==> src/dmrs_map.svh <==
// Overview of operation
// - Mode load with both banks low stores op-code
// - Settings persist; DLL restart bit self-clears
// - Mode rewrite leaves array contents untouched
// - Controller loads mode only when idle; here blocked only from a read or write command to the next read beat
// - Op-code: length, type, latency, operating mode
// - Lengths two, four, eight, both orders
// - Controller never programs reserved codes; here the op-code is passed on unchecked
// - Burst accesses at most burst length columns
// - Aligned block, wrap inside block
// - Upper column bits block, low bits start
// - Same burst length for reads and writes
// - One bit selects sequential or interleaved
// - Sequential increments, interleaved XORs a count
// - Read latency two or two and half
// - First read data at edge n plus m
// - Controller picks latency by clock frequency; here latency comes from the written op-code
// - Mode bits zero normal, restart bit DLL reset
// - Bank select picks base or extended register
`ifndef DMRS_MAP_SVH
`define DMRS_MAP_SVH
`define DMRS_BL_LSB      0
`define DMRS_BT_BIT      3
`define DMRS_CL_LSB      4
`define DMRS_OM_LSB      7
`define DMRS_DLL_BIT     8
`define DMRS_BL2         3'h1
`define DMRS_BL4         3'h2
`define DMRS_BL8         3'h3
`define DMRS_CL2         3'h2
`define DMRS_CL25        3'h6
`define DMRS_MODE_RESET  13'h0022
`define DMRS_EXT_RESET   13'h0000
`define DMRS_OFS_CMD     4'h0
`define DMRS_OFS_ADDR    4'h4
`define DMRS_OFS_STATUS  4'h8
`define DMRS_OFS_RDATA   4'hC
`endif

==> src/dmrs_pkg.sv <==
package dmrs_pkg;
  typedef enum logic [2:0] {
    DMRS_CMD_NOP   = 3'h0,
    DMRS_CMD_MODE  = 3'h1,
    DMRS_CMD_READ  = 3'h2,
    DMRS_CMD_WRITE = 3'h3
  } dmrs_cmd_t;
endpackage

==> src/dmrs_link_if.sv <==
`timescale 1ns/1ps
`default_nettype none
// Command, address and data lines between controller and memory
interface dmrs_link_if;
  logic [2:0]  cmd;
  logic [1:0]  bank;
  logic [12:0] addr;
  logic [7:0]  wdata;
  logic [7:0]  rdata;
  logic        rvalid;
  logic        rvalid_fall;
  logic [2:0]  col_seen;
  modport mem (input cmd, bank, addr, wdata,
               output rdata, rvalid, rvalid_fall, col_seen);
  modport ctl (output cmd, bank, addr, wdata,
               input rdata, rvalid, rvalid_fall, col_seen);
endinterface
`default_nettype wire

==> src/dmrs_memory.sv <==
// Decided for this implementation: register access over Avalon-MM and the address map.
`timescale 1ns/1ps
`default_nettype none
`include "dmrs_map.svh"
// Memory end: mode register, burst sequencer, read latency pipe
module dmrs_memory (
  // Clock and reset
  input  wire logic CLOCK_IN,
  input  wire logic RST_N_IN,
  // Link
  dmrs_link_if.mem  LINK,
  // Status
  output logic [12:0] MODE_OUT,
  output logic [12:0] EXT_MODE_OUT,
  output logic        DLL_RESET_OUT
);
  logic [12:0] mode_reg, mode_next;
  logic [12:0] ext_reg, ext_next;
  logic        dll_reg, dll_next;
  logic [7:0]  mem_reg [0:7];
  logic [7:0]  mem_next [0:7];
  logic        act_reg, act_next;
  logic        wr_reg, wr_next;
  logic [2:0]  start_reg, start_next;
  logic [2:0]  cnt_reg, cnt_next;
  logic [3:0]  pipe_reg, pipe_next;
  logic [2:0]  colp_reg [0:3];
  logic [2:0]  colp_next [0:3];
  logic [7:0]  rd_reg, rd_next;
  logic        rv_reg, rv_next;
  logic        rvf_reg, rvf_next;
  logic [2:0]  cs_reg, cs_next;

  // Burst length in beats from length code; reserved codes run as eight
  function automatic logic [3:0] blen(input logic [2:0] c);
    case (c)
      `DMRS_BL2: blen = 4'h2;
      `DMRS_BL4: blen = 4'h4;
      default:   blen = 4'h8;
    endcase
  endfunction

  // Column within block for beat k
  function automatic logic [2:0] beat_col(input logic [12:0] m,
      input logic [2:0] s, input logic [2:0] k);
    logic [2:0] msk;
    logic [2:0] off;
    msk = 3'(blen(m[`DMRS_BL_LSB +: 3]) - 4'h1);
    if (m[`DMRS_BT_BIT])
      off = (s ^ k) & msk;
    else
      off = (s + k) & msk;
    beat_col = (s & ~msk) | off;
  endfunction

  // Next-state logic
  always_comb begin
    mode_next = mode_reg;
    ext_next  = ext_reg;
    dll_next  = 1'b0;
    for (int i = 0; i < 8; i++) mem_next[i] = mem_reg[i];
    act_next   = act_reg;
    wr_next    = wr_reg;
    start_next = start_reg;
    cnt_next   = cnt_reg;
    cs_next    = cs_reg;
    pipe_next  = {pipe_reg[2:0], 1'b0};
    colp_next[0] = 3'h0;
    for (int i = 1; i < 4; i++) colp_next[i] = colp_reg[i-1];
    if (act_reg) begin
      cs_next = beat_col(mode_reg, start_reg, cnt_reg);
      if (wr_reg)
        mem_next[cs_next] = LINK.wdata;
      else begin
        pipe_next[0] = 1'b1;
        colp_next[0] = cs_next;
      end
      if (4'(cnt_reg) + 4'h1 >= blen(mode_reg[`DMRS_BL_LSB +: 3]))
        act_next = 1'b0;
      cnt_next = cnt_reg + 3'h1;
    end
    unique case (LINK.cmd)
      dmrs_pkg::DMRS_CMD_MODE: begin
        if (LINK.bank == 2'b00) begin
          mode_next = LINK.addr;
          // Restart bit is never kept, only pulsed
          mode_next[`DMRS_DLL_BIT] = 1'b0;
          dll_next  = LINK.addr[`DMRS_DLL_BIT]
                      && (LINK.addr[12:9] == 4'h0)
                      && !LINK.addr[`DMRS_OM_LSB];
        end else if (LINK.bank == 2'b01)
          ext_next = LINK.addr;
        act_next = 1'b0;
      end
      dmrs_pkg::DMRS_CMD_READ, dmrs_pkg::DMRS_CMD_WRITE: begin
        act_next   = 1'b1;
        wr_next    = (LINK.cmd == dmrs_pkg::DMRS_CMD_WRITE);
        start_next = LINK.addr[2:0];
        cnt_next   = 3'h0;
      end
      default: ;
    endcase
    // Latency two: beat leaves pipe stage 0; 2.5: stage 1, one clock later
    rd_next  = rd_reg;
    rv_next  = 1'b0;
    rvf_next = 1'b0;
    if (mode_reg[`DMRS_CL_LSB +: 3] == `DMRS_CL25) begin
      if (pipe_reg[1]) begin
        rd_next  = mem_reg[colp_reg[1]];
        rvf_next = 1'b1;
      end
    end else if (pipe_reg[0]) begin
      rd_next = mem_reg[colp_reg[0]];
      rv_next = 1'b1;
    end
  end

  // State registers; mode held until rewritten
  always_ff @(posedge CLOCK_IN or negedge RST_N_IN) begin
    if (!RST_N_IN) begin
      mode_reg  <= `DMRS_MODE_RESET;
      ext_reg   <= `DMRS_EXT_RESET;
      dll_reg   <= 1'b0;
      for (int i = 0; i < 8; i++) mem_reg[i] <= 8'h00;
      for (int i = 0; i < 4; i++) colp_reg[i] <= 3'h0;
      act_reg   <= 1'b0;
      wr_reg    <= 1'b0;
      start_reg <= 3'h0;
      cnt_reg   <= 3'h0;
      pipe_reg  <= 4'h0;
      rd_reg    <= 8'h00;
      rv_reg    <= 1'b0;
      rvf_reg   <= 1'b0;
      cs_reg    <= 3'h0;
    end else begin
      mode_reg  <= mode_next;
      ext_reg   <= ext_next;
      dll_reg   <= dll_next;
      mem_reg   <= mem_next;
      colp_reg  <= colp_next;
      act_reg   <= act_next;
      wr_reg    <= wr_next;
      start_reg <= start_next;
      cnt_reg   <= cnt_next;
      pipe_reg  <= pipe_next;
      rd_reg    <= rd_next;
      rv_reg    <= rv_next;
      rvf_reg   <= rvf_next;
      cs_reg    <= cs_next;
    end
  end

  // Outputs straight from flops
  assign LINK.rdata       = rd_reg;
  assign LINK.rvalid      = rv_reg;
  assign LINK.rvalid_fall = rvf_reg;
  assign LINK.col_seen    = cs_reg;
  assign MODE_OUT         = mode_reg;
  assign EXT_MODE_OUT     = ext_reg;
  assign DLL_RESET_OUT    = dll_reg;
endmodule
`default_nettype wire

==> src/flat_wrapper.sv <==
// flat-port wrapper written by rule: the top's interface ports become plain ports
module dmrs_memory_flat 
  (CLOCK_IN, RST_N_IN, MODE_OUT, EXT_MODE_OUT, DLL_RESET_OUT, LINK_cmd, LINK_bank, LINK_addr, LINK_wdata, LINK_rdata, LINK_rvalid, LINK_rvalid_fall, LINK_col_seen);
  dmrs_link_if LINK_i ();
  input  wire logic CLOCK_IN;
  input  wire logic RST_N_IN;
  output logic [12:0] MODE_OUT;
  output logic [12:0] EXT_MODE_OUT;
  output logic DLL_RESET_OUT;
  input wire logic [$bits(LINK_i.cmd)-1:0] LINK_cmd;
  input wire logic [$bits(LINK_i.bank)-1:0] LINK_bank;
  input wire logic [$bits(LINK_i.addr)-1:0] LINK_addr;
  input wire logic [$bits(LINK_i.wdata)-1:0] LINK_wdata;
  output wire logic [$bits(LINK_i.rdata)-1:0] LINK_rdata;
  output wire logic [$bits(LINK_i.rvalid)-1:0] LINK_rvalid;
  output wire logic [$bits(LINK_i.rvalid_fall)-1:0] LINK_rvalid_fall;
  output wire logic [$bits(LINK_i.col_seen)-1:0] LINK_col_seen;
  assign LINK_i.cmd = LINK_cmd;
  assign LINK_i.bank = LINK_bank;
  assign LINK_i.addr = LINK_addr;
  assign LINK_i.wdata = LINK_wdata;
  assign LINK_rdata = LINK_i.rdata;
  assign LINK_rvalid = LINK_i.rvalid;
  assign LINK_rvalid_fall = LINK_i.rvalid_fall;
  assign LINK_col_seen = LINK_i.col_seen;
  dmrs_memory u_core (.CLOCK_IN(CLOCK_IN), .RST_N_IN(RST_N_IN), .LINK(LINK_i), .MODE_OUT(MODE_OUT), .EXT_MODE_OUT(EXT_MODE_OUT), .DLL_RESET_OUT(DLL_RESET_OUT));
endmodule
==> config.mk <==
export PLATFORM = sky130hd
export DESIGN_NAME = dmrs_memory_flat
export DESIGN_NICKNAME = d
export VERILOG_FILES = /design/src/dmrs_pkg.sv /design/src/dmrs_link_if.sv /design/src/dmrs_memory.sv /design/src/flat_wrapper.sv
export VERILOG_INCLUDE_DIRS = /design/src
export SDC_FILE = /design/constraint.sdc
export NUM_CORES = 1
export LEC_CHECK = 0
export ABC_CLOCK_PERIOD_IN_PS = 8590
export BUFFER_PORTS_ARGS = -buffer_cell sky130_fd_sc_hd__buf_2
export CAP_MARGIN = 20
export CORE_MARGIN = 2
export CORE_UTILIZATION = 40
export CTS_CLUSTER_DIAMETER = 40
export DETAILED_ROUTE_END_ITERATION = 16
export PLACE_DENSITY_LB_ADDON = 0.25
export SLEW_MARGIN = 40
export SYNTH_ARGS = -nofsm -noshare
export SYNTH_HDL_FRONTEND = slang
export SYNTH_SLANG_ARGS = --single-unit
==> constraint.sdc <==
create_clock -name CLOCK_IN -period 8.59 [get_ports CLOCK_IN]
set_input_delay 1.718 -clock CLOCK_IN [delete_from_list [all_inputs] [get_ports CLOCK_IN]]
set_output_delay 1.718 -clock CLOCK_IN [all_outputs]
set_load 0.02 [all_outputs]
After elaboration in Yosys (flattened, before gate mapping)
Cells that the tools add are included.
- register bits after elaboration: 119
- input port bits: 28
- output and inout port bits: 40
- logic and storage cells: 93
- add/sub/neg operators: 4
- magnitude comparators: 5
- equal/unequal tests: 8
- mux-type cells: 31
- bitwise gates (word level): 10
- reduce and logical (&&, ||, !) cells: 13
- operators with widths (operator ; count):
    64-bit bitwise mux ; 1
    8-bit two-way mux ; 8
    8-bit binary-select mux with 3-bit select ; 2
    8-bit demux with 3-bit select ; 1
    3-bit two-way mux ; 6
    4-bit >= comparator, second input constant ; 3
    3-bit inverter with 4-bit output ; 3
    1-bit two-way mux ; 10
    3-bit bitwise AND ; 3
    3-bit by 2-bit equality test with 1-bit output, second input constant ; 3
    4-bit one-hot mux with 2 select lines ; 1
    3-bit by 1-bit equality test with 1-bit output, second input constant ; 2
    2-bit AND reduction ; 3
    3-bit by 1-bit adder with 4-bit output, second input constant ; 1
    4-bit >= comparator ; 1
    4-bit zero test ; 1
    4-bit by 1-bit less-than comparator with 1-bit output, second input constant ; 1
    4-bit two-way mux ; 1
    2-bit nonzero test ; 2
    3-bit by 1-bit adder with 3-bit output, second input constant ; 1
    3-bit adder ; 1
    3-bit equality test, second input constant ; 1
    1-bit logical AND ; 3
    3-bit inverter ; 1
    other kinds (11) ; 11

Longest topological paths before layout
Gate-level depths: netlist of the first run.
- word-level depth: 14
- depth in mapped cells: 9
- depth with buffers taken out: 9

Worst setup path after synthesis of the first run
OpenSTA, ideal clock, no wires.
- path type: input -> register
- start: input LINK_cmd[2]
- end: register u_core.mode_reg[10] (netlist: u_core.MODE_OUT[10])
- library setup time: 125 ps
- arrival time: 3035 ps
- required time: 8465 ps
- slack: 5430 ps
- stages: 4
- buffers on the path: 1
- cells stage by stage: nand2b_1 nor4_1 clkbuf_1 mux2_2
- cells in the longest elaborated chain, start to end: 2
- ends and longest elaborated chain (item ; RTL line ; RTL):
    from (decl) ; flat_wrapper.sv:10 ; input wire logic [$bits(LINK_i.cmd)-1:0] LINK_cmd;
    3-bit by 1-bit equality test with 1-bit output ; dmrs_memory.sv:82 ; unique case (LINK.cmd)
    2-bit AND reduction (no source line) ; n/a ;
    to (signal assigned) ; dmrs_memory.sv:121 ; mode_reg <= `DMRS_MODE_RESET;
    to (signal assigned) ; dmrs_memory.sv:136 ; mode_reg <= mode_next;
    to (decl) ; dmrs_memory.sv:17 ; logic [12:0] mode_reg, mode_next;
Every way passes these cells.
A chain may end at the register's enable or synchronous reset.

Final worst setup path of the first run
- start: register u_core.mode_reg[1] (netlist: u_core.MODE_OUT[1])
- end: register u_core.mem_reg[13] (netlist name)
- cells in the longest elaborated chain, start to end: 14
- elaborated cells on any way between the ends: 19
- those cells by class: 1 x add/sub; 2 x order compare; 2 x eq/ne; 7 x mux; 6 x bitwise; 1 x reduce/logical
- ends and longest elaborated chain (item ; RTL line ; RTL):
    3-bit by 2-bit equality test with 1-bit output or 3-bit by 1-bit equality test with 1-bit output (tied branches) ; dmrs_memory.sv:36 ; case (c)
    4-bit one-hot mux with 2 select lines * ; n/a ;
    4-bit two-way mux * ; n/a ;
    3-bit by 1-bit subtractor with 3-bit output * ; dmrs_memory.sv:48 ; msk = 3'(blen(m[`DMRS_BL_LSB +: 3]) - 4'h1);
    3-bit bitwise AND (on tied branches) ; dmrs_memory.sv:52, dmrs_memory.sv:50 ;
    3-bit two-way mux ; dmrs_memory.sv:49 ; if (m[`DMRS_BT_BIT])
    3-bit two-way mux ; dmrs_memory.sv:70 ; if (act_reg) begin
    3-bit OR * ; dmrs_memory.sv:53 ; beat_col = (s & ~msk) | off;
    3-bit inverter with 4-bit output (implied by the code) * ; dmrs_memory.sv:73 ; mem_next[cs_next] = LINK.wdata;
    4-bit >= comparator (implied by the code) or 4-bit by 1-bit less-than comparator with 1-bit output (tied branches) ; dmrs_memory.sv:73 ;
    1-bit logical AND (implied by the code) ; dmrs_memory.sv:73 ;
    8-bit two-way mux (implied by the code) ; dmrs_memory.sv:73 ;
    8-bit demux with 3-bit select * ; dmrs_memory.sv:73 ;
    64-bit bitwise mux * ; dmrs_memory.sv:73 ;
    to (signal assigned) ; dmrs_memory.sv:139 ; mem_reg <= mem_next;
    to (decl) ; dmrs_memory.sv:20 ; logic [7:0] mem_reg [0:7];
Every way passes the cells marked *; elsewhere a longest branch is shown, timed or not. The select of a mux whose other input is x is not followed.

==> flow_metrics.py, run 1 <==
metrics = {
    "routing": {
        "antenna_left": 0,
        "avgRoutedWirePerCell_um": 19.6,
        "wirelength_um": 12300,
        "drt_pass1_iterations": 4,
        "drt-initial-drc-count": 169,
        "drc_errors": 0,
        "via_per_inst": 5.48,
        "vias": 3433,
    },
    "final_layout": {
        "seq_area_sq_um": 2980,
        "multi_input_area_sq_um": 2580,
        "layout-drive-gt1-share": 0.553,
        "fin_cells": 627,
        "areaGrowthSynthToFinish_pct": 19.6,
        "largest_reg_flops": 64,
        "post-route-util": 0.488,
        "fillers": 1208,
        "diodes": 0,
        "fin_nets": 470,
    },
    "power": {
        "p_leak_nw": 2.96,
        "comb_power_share": 0.318,
        "seqPwrFrac": 0.400,
        "irDropWorstVdd_mv": 0.207,
        "p_switching_w": 0.000789,
        "total_power_w": 0.00256,
        "power_density_nw_per_um2": 377,
        "intPower_w": 0.00177,
        "p_clk_frac": 0.282,
        "swShare": 0.309,
    },
    "synth": {
        "syn_area_sq_um": 5660,
        "synth-async-reset-ratio": 1.00,
        "synth_cells": 365,
        "synth-edff-count": 0,
        "synth_area_per_cell_sq_um": 15.5,
        "synth_common_cells": "dfrtp_1 (117), mux2_2 (93), mux4_2 (32)",
        "synth_top_area_cell": "dfrtp_1",
        "netlist_top_cells_area": "dfrtp_1 (52%), mux2_2 (18%), mux4_2 (13%)",
        "synth_top_cell_area_share": 0.517,
        "synth_cell_types": 43,
        "ys_seq_elements": 119,
        "synth_warnings": 0,
        "synth_fp_nets": 401,
        "synth_seq_area_share": 0.526,
        "yosysMostFrequentCell": "dfrtp_1",
        "ys.flop_type": "dfrtp_1",
    },
    "grt": {
        "grt_busiest_layer": "met2",
        "use_met3": 0.0549,
        "grt_max_degree": 62,
        "grt_usage": 0.178,
        "gr-usage-met1": 0.245,
        "grt_overflow_total": 0,
        "grt_pass1_wl_um": 19800,
        "met2_usage": 0.270,
        "antenna_found_initial": 0,
        "grt_pass1_vias": 3543,
    },
    "floorplan": {
        "num_io_pins": 68,
        "fp.dieH_um": 123,
        "core_area_sq_um": 13900,
        "die_w_um": 123,
        "start_util": 0.408,
        "num_rows": 43,
        "dieArea_sq_um": 15100,
    },
    "clock_tree": {
        "clockBufferDepth": 2,
        "insertion_delay_ns": 0.40,
        "cts_setup_buffers": 0,
        "tritoncts": "yes",
        "post_cts_resized": 0,
        "clkSlewWorstSetupHoldPaths_ns": 0.05,
        "cts_root_buffer": "clkbuf_16",
        "cts_max_level": 4,
        "clock_sinks": 119,
        "cts_buffers": 17,
        "cts_hold_buffers": 0,
    },
    "sta": {
        "whs_ns": 0.381,
        "max_slew_margin": 0.467,
        "fin_setup_tns_ns": 0,
        "rsz0062_at_grt": "no",
        "maxSlewViolCount": 0,
        "hold_violations": 0,
        "fin_worst_skew_ns": 0.00795,
        "setup_viol": 0,
        "finalCritPeriodShare": 0.366,
        "clock.fmax_mhz": 318,
        "tightest_slew_ns": 0.797,
        "fin_crit_ns": 3.15,
    },
    "worst_hold_path": {
        "min_path_type": "register to register",
    },
    "place": {
        "port_buffers": 66,
        "dpl.cell_count": 595,
        "place_congestion": 0.738,
        "dp_hpwl_um": 7870,
    },
    "status": {
        "status": "complete, no violations",
    },
    "worst_setup_path": {
        "crit_path_max_fanout": 10,
        "critPathCaptureType": "register",
        "required_ns": 8.87,
        "start_kind": "register",
        "critPathKind": "register to register",
        "cp.arrival_ns": 3.43,
    },
    "job": {
        "drv_cap": 0,
    },
}
==> stage by stage <==
| stage | setup WS, ns | area (sq um) |
|---|---|---|
| finish | 5.44 | 6770 |
| global route | 5.33 | 6770 |
| global placement | 5.47 | 6160 |
| floorplan | 5.43 | 5660 |
| CTS | 5.42 | 6760 |
| detailed placement | 5.37 | 6160 |
==> layer usage <==
| layer | part of all wire | vias to the layer above |
|---|---|---|
| met3 | 0.063 | 15 |
| met4 | 0.013 | 0 |
| met1 | 0.46 | 1806 |
| met2 | 0.46 | 104 |
| li1 | - | 1508 |
| met5 | 0 | - |
==> power groups by stage <==
stage	Combinational [W]	Clock, W	Sequential [W]
2_1_floorplan	0.000634	0	0.000982
3_3_place_gp	0.000799	0	0.00102
3_5_place_dp	0.000819	0	0.00103
4_1_cts	0.000824	0.000732	0.00102
5_1_grt	0.000886	0.000764	0.00106
6_report	0.000814	0.000721	0.00102
==> kinds of logic after synthesis <==
logic type | count (synthesis) | share of synthesized area
DFF | 119 | 0.526
adders and majority gates | 8 | 0.0190
xor gates and xnor gates | 4 | 0.00751
other | 1 | 0.000662
muxes | 146 | 0.357
AOI/OAI and AO/OA | 22 | 0.0254
and+or+nand+nor | 40 | 0.0449
buffers and inverters | 25 | 0.0197
==> final timing paths <==
kind	startpoint	end	slack [ns]	cells past startpoint
worst max-delay path	u_core.MODE_OUT[1]	u_core.mem_reg[13]	5.44	7
worst min-delay path	u_core.pipe_reg[0]	u_core.pipe_reg[1]	0.38	0
worst max register to register	u_core.MODE_OUT[1]	u_core.mem_reg[13]	5.44	7
worst min register to register	u_core.pipe_reg[0]	u_core.pipe_reg[1]	0.38	0
max in group asynchronous	RST_N_IN	u_core.colp_next[6]	6.35	2
min in group asynchronous	RST_N_IN	u_core.LINK.rdata[7]	1.27	1
==> area by class of cell <==
class	instances	share of cell area
timing repair buffer	68	0.0525
sequential	119	0.441
tap	180	0.0333
multi-input combinational	221	0.381
clock buffer	23	0.0706
inverter	7	0.00388
clock inverter	9	0.0185
==> critical path, stage by stage (launching register included) <==
cell and delay [ns]:
dfstp_2 0.55, or3b_2 0.46, ha_1 0.32, nor2_1 0.05, mux2i_1 0.22, xor2_2 0.21
or4_1 0.81, mux2_4 0.40
==> cells in the final DEF, fill, tap and decap left out, types with 4 or more instances in the layout <==
cell,synthesis,layout
dfrtp_1,117,115
mux2_2,93,93
buf_2,5,65
mux4_2,32,32
clkbuf_16,0,17
mux2i_1,12,12
nor2_1,11,11
o21ai_0,9,9
mux2_4,8,8
a22oi_1,8,8
inv_1,7,7
ha_1,7,7
nand2_1,6,6
nand3b_2,4,4
clkinv_2,0,4
(Power assumes the default switching activity.)
==> inputs of run 2 (changes only) <==
--- a/config.mk
+++ b/config.mk
@@ -6,7 +6,8 @@
 export SDC_FILE = /design/constraint.sdc
 export NUM_CORES = 1
 export LEC_CHECK = 0
-export ABC_CLOCK_PERIOD_IN_PS = 8590
+export ABC_AREA = 1
+export ABC_CLOCK_PERIOD_IN_PS = 2500
 export BUFFER_PORTS_ARGS = -buffer_cell sky130_fd_sc_hd__buf_2
 export CAP_MARGIN = 20
 export CORE_MARGIN = 2
==> constraint.sdc (replaced) <==
create_clock -name CLOCK_IN -period 2.5 [get_ports CLOCK_IN]
set_input_delay 0.5 -clock CLOCK_IN [delete_from_list [all_inputs] [get_ports CLOCK_IN]]
set_output_delay 0.5 -clock CLOCK_IN [all_outputs]
set_load 0.02 [all_outputs]
==> run 2 against run 1 <==
  * Synthesized cell count increased by 140%
  * First-iteration DRC count increased to 2.8 times the previous value
  * Clock skew about the same
  * Clock power increased to 3.4 times the previous value
  * Final cell count increased by 85%
  * Sequential power increased to 3.3 times the previous value
  * Hold slack got worse by 0.33 ns
  * Synthesized area increased by 13%
  * Sequential share of layout area decreased by 4.6 points
  * Largest cell class unchanged
==> flow_metrics.py, run 2 <==
metrics = {
    "clock_tree": {
        "clock_sinks": 119,
        "cts_hold_buffers": 0,
        "cts_buffers": 17,
        "insertion_delay_ns": 0.42,
        "clkSlewWorstSetupHoldPaths_ns": 0.06,
        "clockBufferDepth": 2,
        "cts_max_level": 4,
        "tritoncts": "yes",
        "cts_setup_buffers": 0,
        "cts_root_buffer": "clkbuf_16",
        "post_cts_resized": 0,
    },
    "worst_setup_path": {
        "r2r_cells": 8,
        "crit_top_cell": "nand2_1",
        "crit_path_max_fanout": 15,
        "critPathCaptureType": "register",
        "required_ns": 2.81,
        "path_cells": "ha_1, fa_1, nand3_1, nand4_2, nand2_2, nand3_2, nand2_1, nand2_1",
        "critPathKind": "register to register",
        "cpPeakStageDelay_ns": 0.43,
        "start_kind": "register",
        "slowest_stage": "dfrtp_1",
        "cp.arrival_ns": 2.63,
    },
    "sta": {
        "maxSlewViolCount": 0,
        "tightest_slew_ns": 0.696,
        "setup_viol": 0,
        "finalCritPeriodShare": 0.928,
        "hold_violations": 0,
        "fin_worst_skew_ns": 0.00761,
        "rsz0062_at_grt": "no",
        "fin_setup_tns_ns": 0,
        "whs_ns": 0.0497,
        "fin_crit_ns": 2.32,
        "max_slew_margin": 0.535,
        "clock.fmax_mhz": 431,
    },
    "synth": {
        "yosysMostFrequentCell": "nand2_1",
        "synth_common_cells": "nand2_1 (344), nand3_1 (147), dfrtp_1 (117)",
        "synth-edff-count": 0,
        "synth_cell_types": 30,
        "ys_seq_elements": 119,
        "synth_area_per_cell_sq_um": 7.30,
        "synth_top_cell_area_share": 0.458,
        "synth_xor_area_frac": 0.00274,
        "synth_compound_area_frac": 0.0278,
        "synthAdderAreaFrac": 0.0168,
        "synth-async-reset-ratio": 1.00,
        "synth_top_area_cell": "dfrtp_1",
        "syn_area_sq_um": 6390,
        "synth_mux_area_frac": 0,
        "netlist_top_cells_area": "dfrtp_1 (46%), nand2_1 (20%), nand3_1 (12%)",
        "synth_cells": 875,
        "synth_seq_area_share": 0.466,
        "synth_fp_nets": 911,
        "synth_top_family_by_area": "simple AND/OR/NAND/NOR gates",
        "synth_warnings": 0,
        "synth_simple_gate_area_frac": 0.385,
        "ys.flop_type": "dfrtp_1",
    },
    "grt": {
        "grt_usage": 0.229,
        "grt_overflow_total": 0,
        "grt_pass1_wl_um": 29800,
        "antenna_found_initial": 0,
        "grt_max_degree": 38,
        "grt_pass1_vias": 5687,
    },
    "routing": {
        "drt_pass1_iterations": 5,
        "vias": 5893,
        "drc_errors": 0,
        "wirelength_um": 18200,
        "drt-initial-drc-count": 481,
        "antenna_left": 0,
        "via_per_inst": 5.07,
        "avgRoutedWirePerCell_um": 15.6,
    },
    "power": {
        "comb_power_share": 0.441,
        "seqPwrFrac": 0.324,
        "power_density_nw_per_um2": 1370,
        "p_leak_nw": 4.13,
        "swShare": 0.446,
        "intPower_w": 0.00574,
        "p_clk_frac": 0.236,
        "irDropWorstVdd_mv": 0.612,
        "p_switching_w": 0.00463,
    },
    "final_layout": {
        "fillers": 1633,
        "largest_reg_flops": 64,
        "layout-drive-gt1-share": 0.158,
        "final_cell_mix": "nand2_1 (344), nand3_1 (147), dfrtp_1 (117)",
        "areaGrowthSynthToFinish_pct": 18.1,
        "final_area_sq_um": 7550,
        "seq_area_sq_um": 2980,
        "layout_commonest_cell": "nand2_1",
        "diodes": 0,
        "multi_input_area_sq_um": 2770,
        "fin_nets": 969,
    },
    "place": {
        "dp_hpwl_um": 12600,
        "port_buffers": 66,
        "placed_area_sq_um": 6930,
        "place_congestion": 0.869,
    },
    "floorplan": {
        "num_rows": 46,
        "core_area_sq_um": 15800,
        "dieArea_sq_um": 17000,
        "die_w_um": 130,
        "fp.dieH_um": 130,
        "start_util": 0.405,
        "num_io_pins": 68,
    },
    "status": {
        "status": "complete, no violations",
    },
    "job": {
        "drv_cap": 0,
    },
    "worst_hold_path": {
        "min_path_type": "input pin to asynchronous set/reset pin",
    },
}
[run 2: cell type report]
class / count / area share
repair buffers: 91 / 0.0723
multi-input cells: 601 / 0.367
flip-flops and latches: 119 / 0.395
inverters: 103 / 0.0512
clock inverters: 15 / 0.0226
clock buffers: 17 / 0.0564
well taps: 216 / 0.0358
[run 2: power by group through the flow]
stage / Sequential [W] / Clock (W) / Combinational (W)
6_report: 0.00336 / 0.00244 / 0.00457
5_1_grt: 0.00345 / 0.00257 / 0.00521
4_1_cts: 0.00334 / 0.00250 / 0.00450
3_5_place_dp: 0.00336 / 0 / 0.00447
3_3_place_gp: 0.00336 / 0 / 0.00442
2_1_floorplan: 0.00334 / 0 / 0.00319
[run 2: cell families (layout without fill, tap and decap cells)]
family,Yosys count,count (layout)
AO/OA/AOI/OAI,35,35
AND/OR/NAND/NOR,555,555
flip-flops,119,119
buffers and inverters,155,226
adder cells (fa/ha/maj),8,8
XOR/XNOR,2,2
other,1,1
[run 2: worst max-delay path, delay by kind of cell, from the launching register on]
kind | cells | cell delay [ns]
adder cells (fa/ha/maj) | 2 | 0.62
flip-flops | 1 | 0.43
AND/OR/NAND/NOR | 6 | 1.14
[run 2: worst paths after layout]
kind	startpoint	end	slack, ns
setup / recovery	u_core.cnt_reg[0]	u_core.mem_reg[4]	0.18
hold / removal	RST_N_IN	u_core.mem_reg[50]	0.05
setup reg to reg	u_core.cnt_reg[0]	u_core.mem_reg[4]	0.18
hold reg to reg	u_core.mem_reg[54]	u_core.mem_reg[54]	0.47
max in group asynchronous	RST_N_IN	u_core.MODE_OUT[1]	1.77
min in group CLOCK_IN	LINK_addr[7]	u_core.DLL_RESET_OUT	0.24
[run 2: per-stage QoR]
stage | setup WS (ns) | total power [W] | util | std cells
final | 0.179 | 0.0104 | 0.478 | 1162
after global routing | 0.00173 | 0.0112 | 0.478 | 1162
after CTS | 0.128 | 0.0103 | 0.477 | 1161
after detailed placement | 0.147 | 0.00783 | 0.439 | 1129
after global placement | 0.199 | 0.00778 | 0.439 | 1129
after floorplan | 0.501 | 0.00653 | - | 875
[run 2: routing by layer]
metal  vias up  global-route usage  wire (um)
met2       254               0.356       8200
li1       2901                   -          -
met5         -                   0          0
met3        27              0.0542       1320
met1      2711               0.315       8320
met4         0              0.0801        352
==> inputs of run 3 (changes only) <==
--- a/config.mk
+++ b/config.mk
@@ -7,7 +7,7 @@
 export NUM_CORES = 1
 export LEC_CHECK = 0
 export ABC_AREA = 1
-export ABC_CLOCK_PERIOD_IN_PS = 2500
+export ABC_CLOCK_PERIOD_IN_PS = 2250
 export BUFFER_PORTS_ARGS = -buffer_cell sky130_fd_sc_hd__buf_2
 export CAP_MARGIN = 20
 export CORE_MARGIN = 2
==> constraint.sdc (replaced) <==
create_clock -name CLOCK_IN -period 2.25 [get_ports CLOCK_IN]
set_input_delay 0.45 -clock CLOCK_IN [delete_from_list [all_inputs] [get_ports CLOCK_IN]]
set_output_delay 0.45 -clock CLOCK_IN [all_outputs]
set_load 0.02 [all_outputs]
==> run 3 against run 2 <==
  * The flow now finishes with violations (hold timing)
  * Worst setup slack got worse by 0.058 ns
  * Clock power is 10% higher
  * Flip-flop and latch count is the same
  * Hold slack lost 0.057 ns
  * Power rose by 12%
  * Largest power group unchanged
==> flow_metrics.py, run 3 (synthesis results as in run 2) <==
metrics = {
    "sta": {
        "fin_worst_skew_ns": 0.00752,
        "finalCritPeriodShare": 0.946,
        "whs_ns": -0.00684,
        "tightest_slew_ns": 0.700,
        "setup_viol": 0,
        "hold_violations": 6,
        "max_slew_margin": 0.532,
        "clock.fmax_mhz": 470,
        "fin_crit_ns": 2.13,
        "maxSlewViolCount": 0,
        "rsz0062_at_grt": "yes",
    },
    "worst_setup_path": {
        "critPathKind": "register to register",
        "cp.arrival_ns": 2.44,
        "rrSetupSlack_ns": 0.12,
        "critPathCaptureType": "register",
        "start_kind": "register",
        "required_ns": 2.56,
        "crit_path_max_fanout": 22,
    },
    "place": {
        "port_buffers": 66,
        "dp_hpwl_um": 12500,
        "placed_area_sq_um": 6970,
        "place_congestion": 0.876,
    },
    "clock_tree": {
        "clkSlewWorstSetupHoldPaths_ns": 0.06,
        "insertion_delay_ns": 0.43,
        "cts_root_buffer": "clkbuf_16",
        "tritoncts": "yes",
        "cts_max_level": 4,
        "cts_buffers": 17,
        "clock_sinks": 119,
        "cts_hold_buffers": 0,
        "clockBufferDepth": 2,
    },
    "power": {
        "comb_power_share": 0.450,
        "intPower_w": 0.00635,
        "p_leak_nw": 4.13,
        "power_density_nw_per_um2": 1520,
        "p_clk_frac": 0.232,
        "irDropWorstVdd_mv": 0.698,
        "total_power_w": 0.0116,
        "seqPwrFrac": 0.318,
        "p_switching_w": 0.00522,
        "swShare": 0.451,
    },
    "grt": {
        "grt_max_degree": 42,
        "grt_pass1_vias": 5568,
        "grt_pass1_wl_um": 29600,
        "grt_usage": 0.228,
        "grt_overflow_total": 0,
        "antenna_found_initial": 0,
    },
    "floorplan": {
        "dieArea_sq_um": 17000,
        "num_rows": 46,
        "die_w_um": 130,
        "start_util": 0.405,
        "fp.dieH_um": 130,
        "core_area_sq_um": 15800,
        "num_io_pins": 68,
    },
    "status": {
        "status": "finished, violations left",
        "failed_checks": "hold timing",
    },
    "final_layout": {
        "layout_commonest_cell": "nand2_1",
        "fin_nets": 969,
        "diodes": 0,
        "final_area_sq_um": 7590,
        "final_cell_mix": "nand2_1 (344), nand3_1 (147), dfrtp_1 (117)",
        "areaGrowthSynthToFinish_pct": 18.7,
        "largest_reg_flops": 64,
        "layout-drive-gt1-share": 0.158,
        "fillers": 1649,
    },
    "routing": {
        "drt-initial-drc-count": 703,
        "drt_pass1_iterations": 6,
        "vias": 5847,
        "antenna_left": 0,
        "drc_errors": 0,
        "wirelength_um": 18000,
        "avgRoutedWirePerCell_um": 15.5,
        "via_per_inst": 5.03,
    },
    "worst_hold_path": {
        "min_path_type": "input pin to asynchronous set/reset pin",
    },
    "job": {
        "drv_cap": 0,
    },
}
[run 3: cell count changes in the layout (fill, tap and decap cells not counted), moves of 3 or more]
| cell | previous run | this run |
|---|---|---|
| buf_12 | 2 | 5 |
| inv_6 | 4 | 10 |
| buf_4 | 24 | 21 |
| clkinv_4 | 6 | 1 |
[run 3: final timing paths]
check | from | end | depth (start not counted)
max | u_core.cnt_reg[0] | u_core.mem_reg[6] | 10
min | RST_N_IN | u_core.mem_reg[48] | 1
max reg2reg | u_core.cnt_reg[0] | u_core.mem_reg[6] | 10
min reg2reg | u_core.pipe_reg[1] | u_core.LINK.rvalid_fall | 2
max in group asynchronous | RST_N_IN | u_core.MODE_OUT[5] | 2
min in group CLOCK_IN | LINK_addr[7] | u_core.DLL_RESET_OUT | 2
[run 3: critical path, cell delays in order (launching register included)]
cell     delay, ns
dfrtp_1       0.38
ha_1          0.21
fa_1          0.47
nand2_1       0.05
nand2_1       0.05
nand2_1       0.05
nand2_2       0.08
buf_4         0.28
nand3_2       0.26
nand2_1       0.12
nand2_1       0.06
[run 3: power groups by stage]
| stage | clock (W) | combinational [W] | sequential, W |
|---|---|---|---|
| 3_3_place_gp | 0 | 0.00500 | 0.00369 |
| 6_report | 0.00269 | 0.00520 | 0.00368 |
| 5_1_grt | 0.00284 | 0.00587 | 0.00380 |
| 2_1_floorplan | 0 | 0.00355 | 0.00371 |
| 3_5_place_dp | 0 | 0.00506 | 0.00369 |
| 4_1_cts | 0.00273 | 0.00509 | 0.00366 |
[run 3: final cells by class]
class	instances	area, sq um	area share
tap	216	270	0.0356
multi-input combinational	601	2790	0.368
inverter	103	387	0.0510
clock inverter	15	153	0.0201
sequential	119	2980	0.393
clock buffer	17	425	0.0561
timing repair buffer	91	583	0.0768
[run 3: per-stage QoR]
step	setup WS (ns)	std cells	util	TNS [ns]
final	0.121	1162	0.481	0
after global placement	0.158	1129	0.442	0
after floorplan	0.251	875	-	0
after detailed placement	0.134	1129	0.442	0
after global routing	-0.0434	1162	0.481	-0.891
after CTS	0.103	1161	0.478	0
[run 3: per-layer routing]
layer  global-route usage  routed length, um
met1                0.324               8260
met2                0.341               7880
met3               0.0513               1310
met4               0.0901                585
met5                    0                  0
[run 3: timing repair]
item                       CTS  global route
buffers inserted             0             1
resized for setup            0             3
setup endpoints to repair    0            50
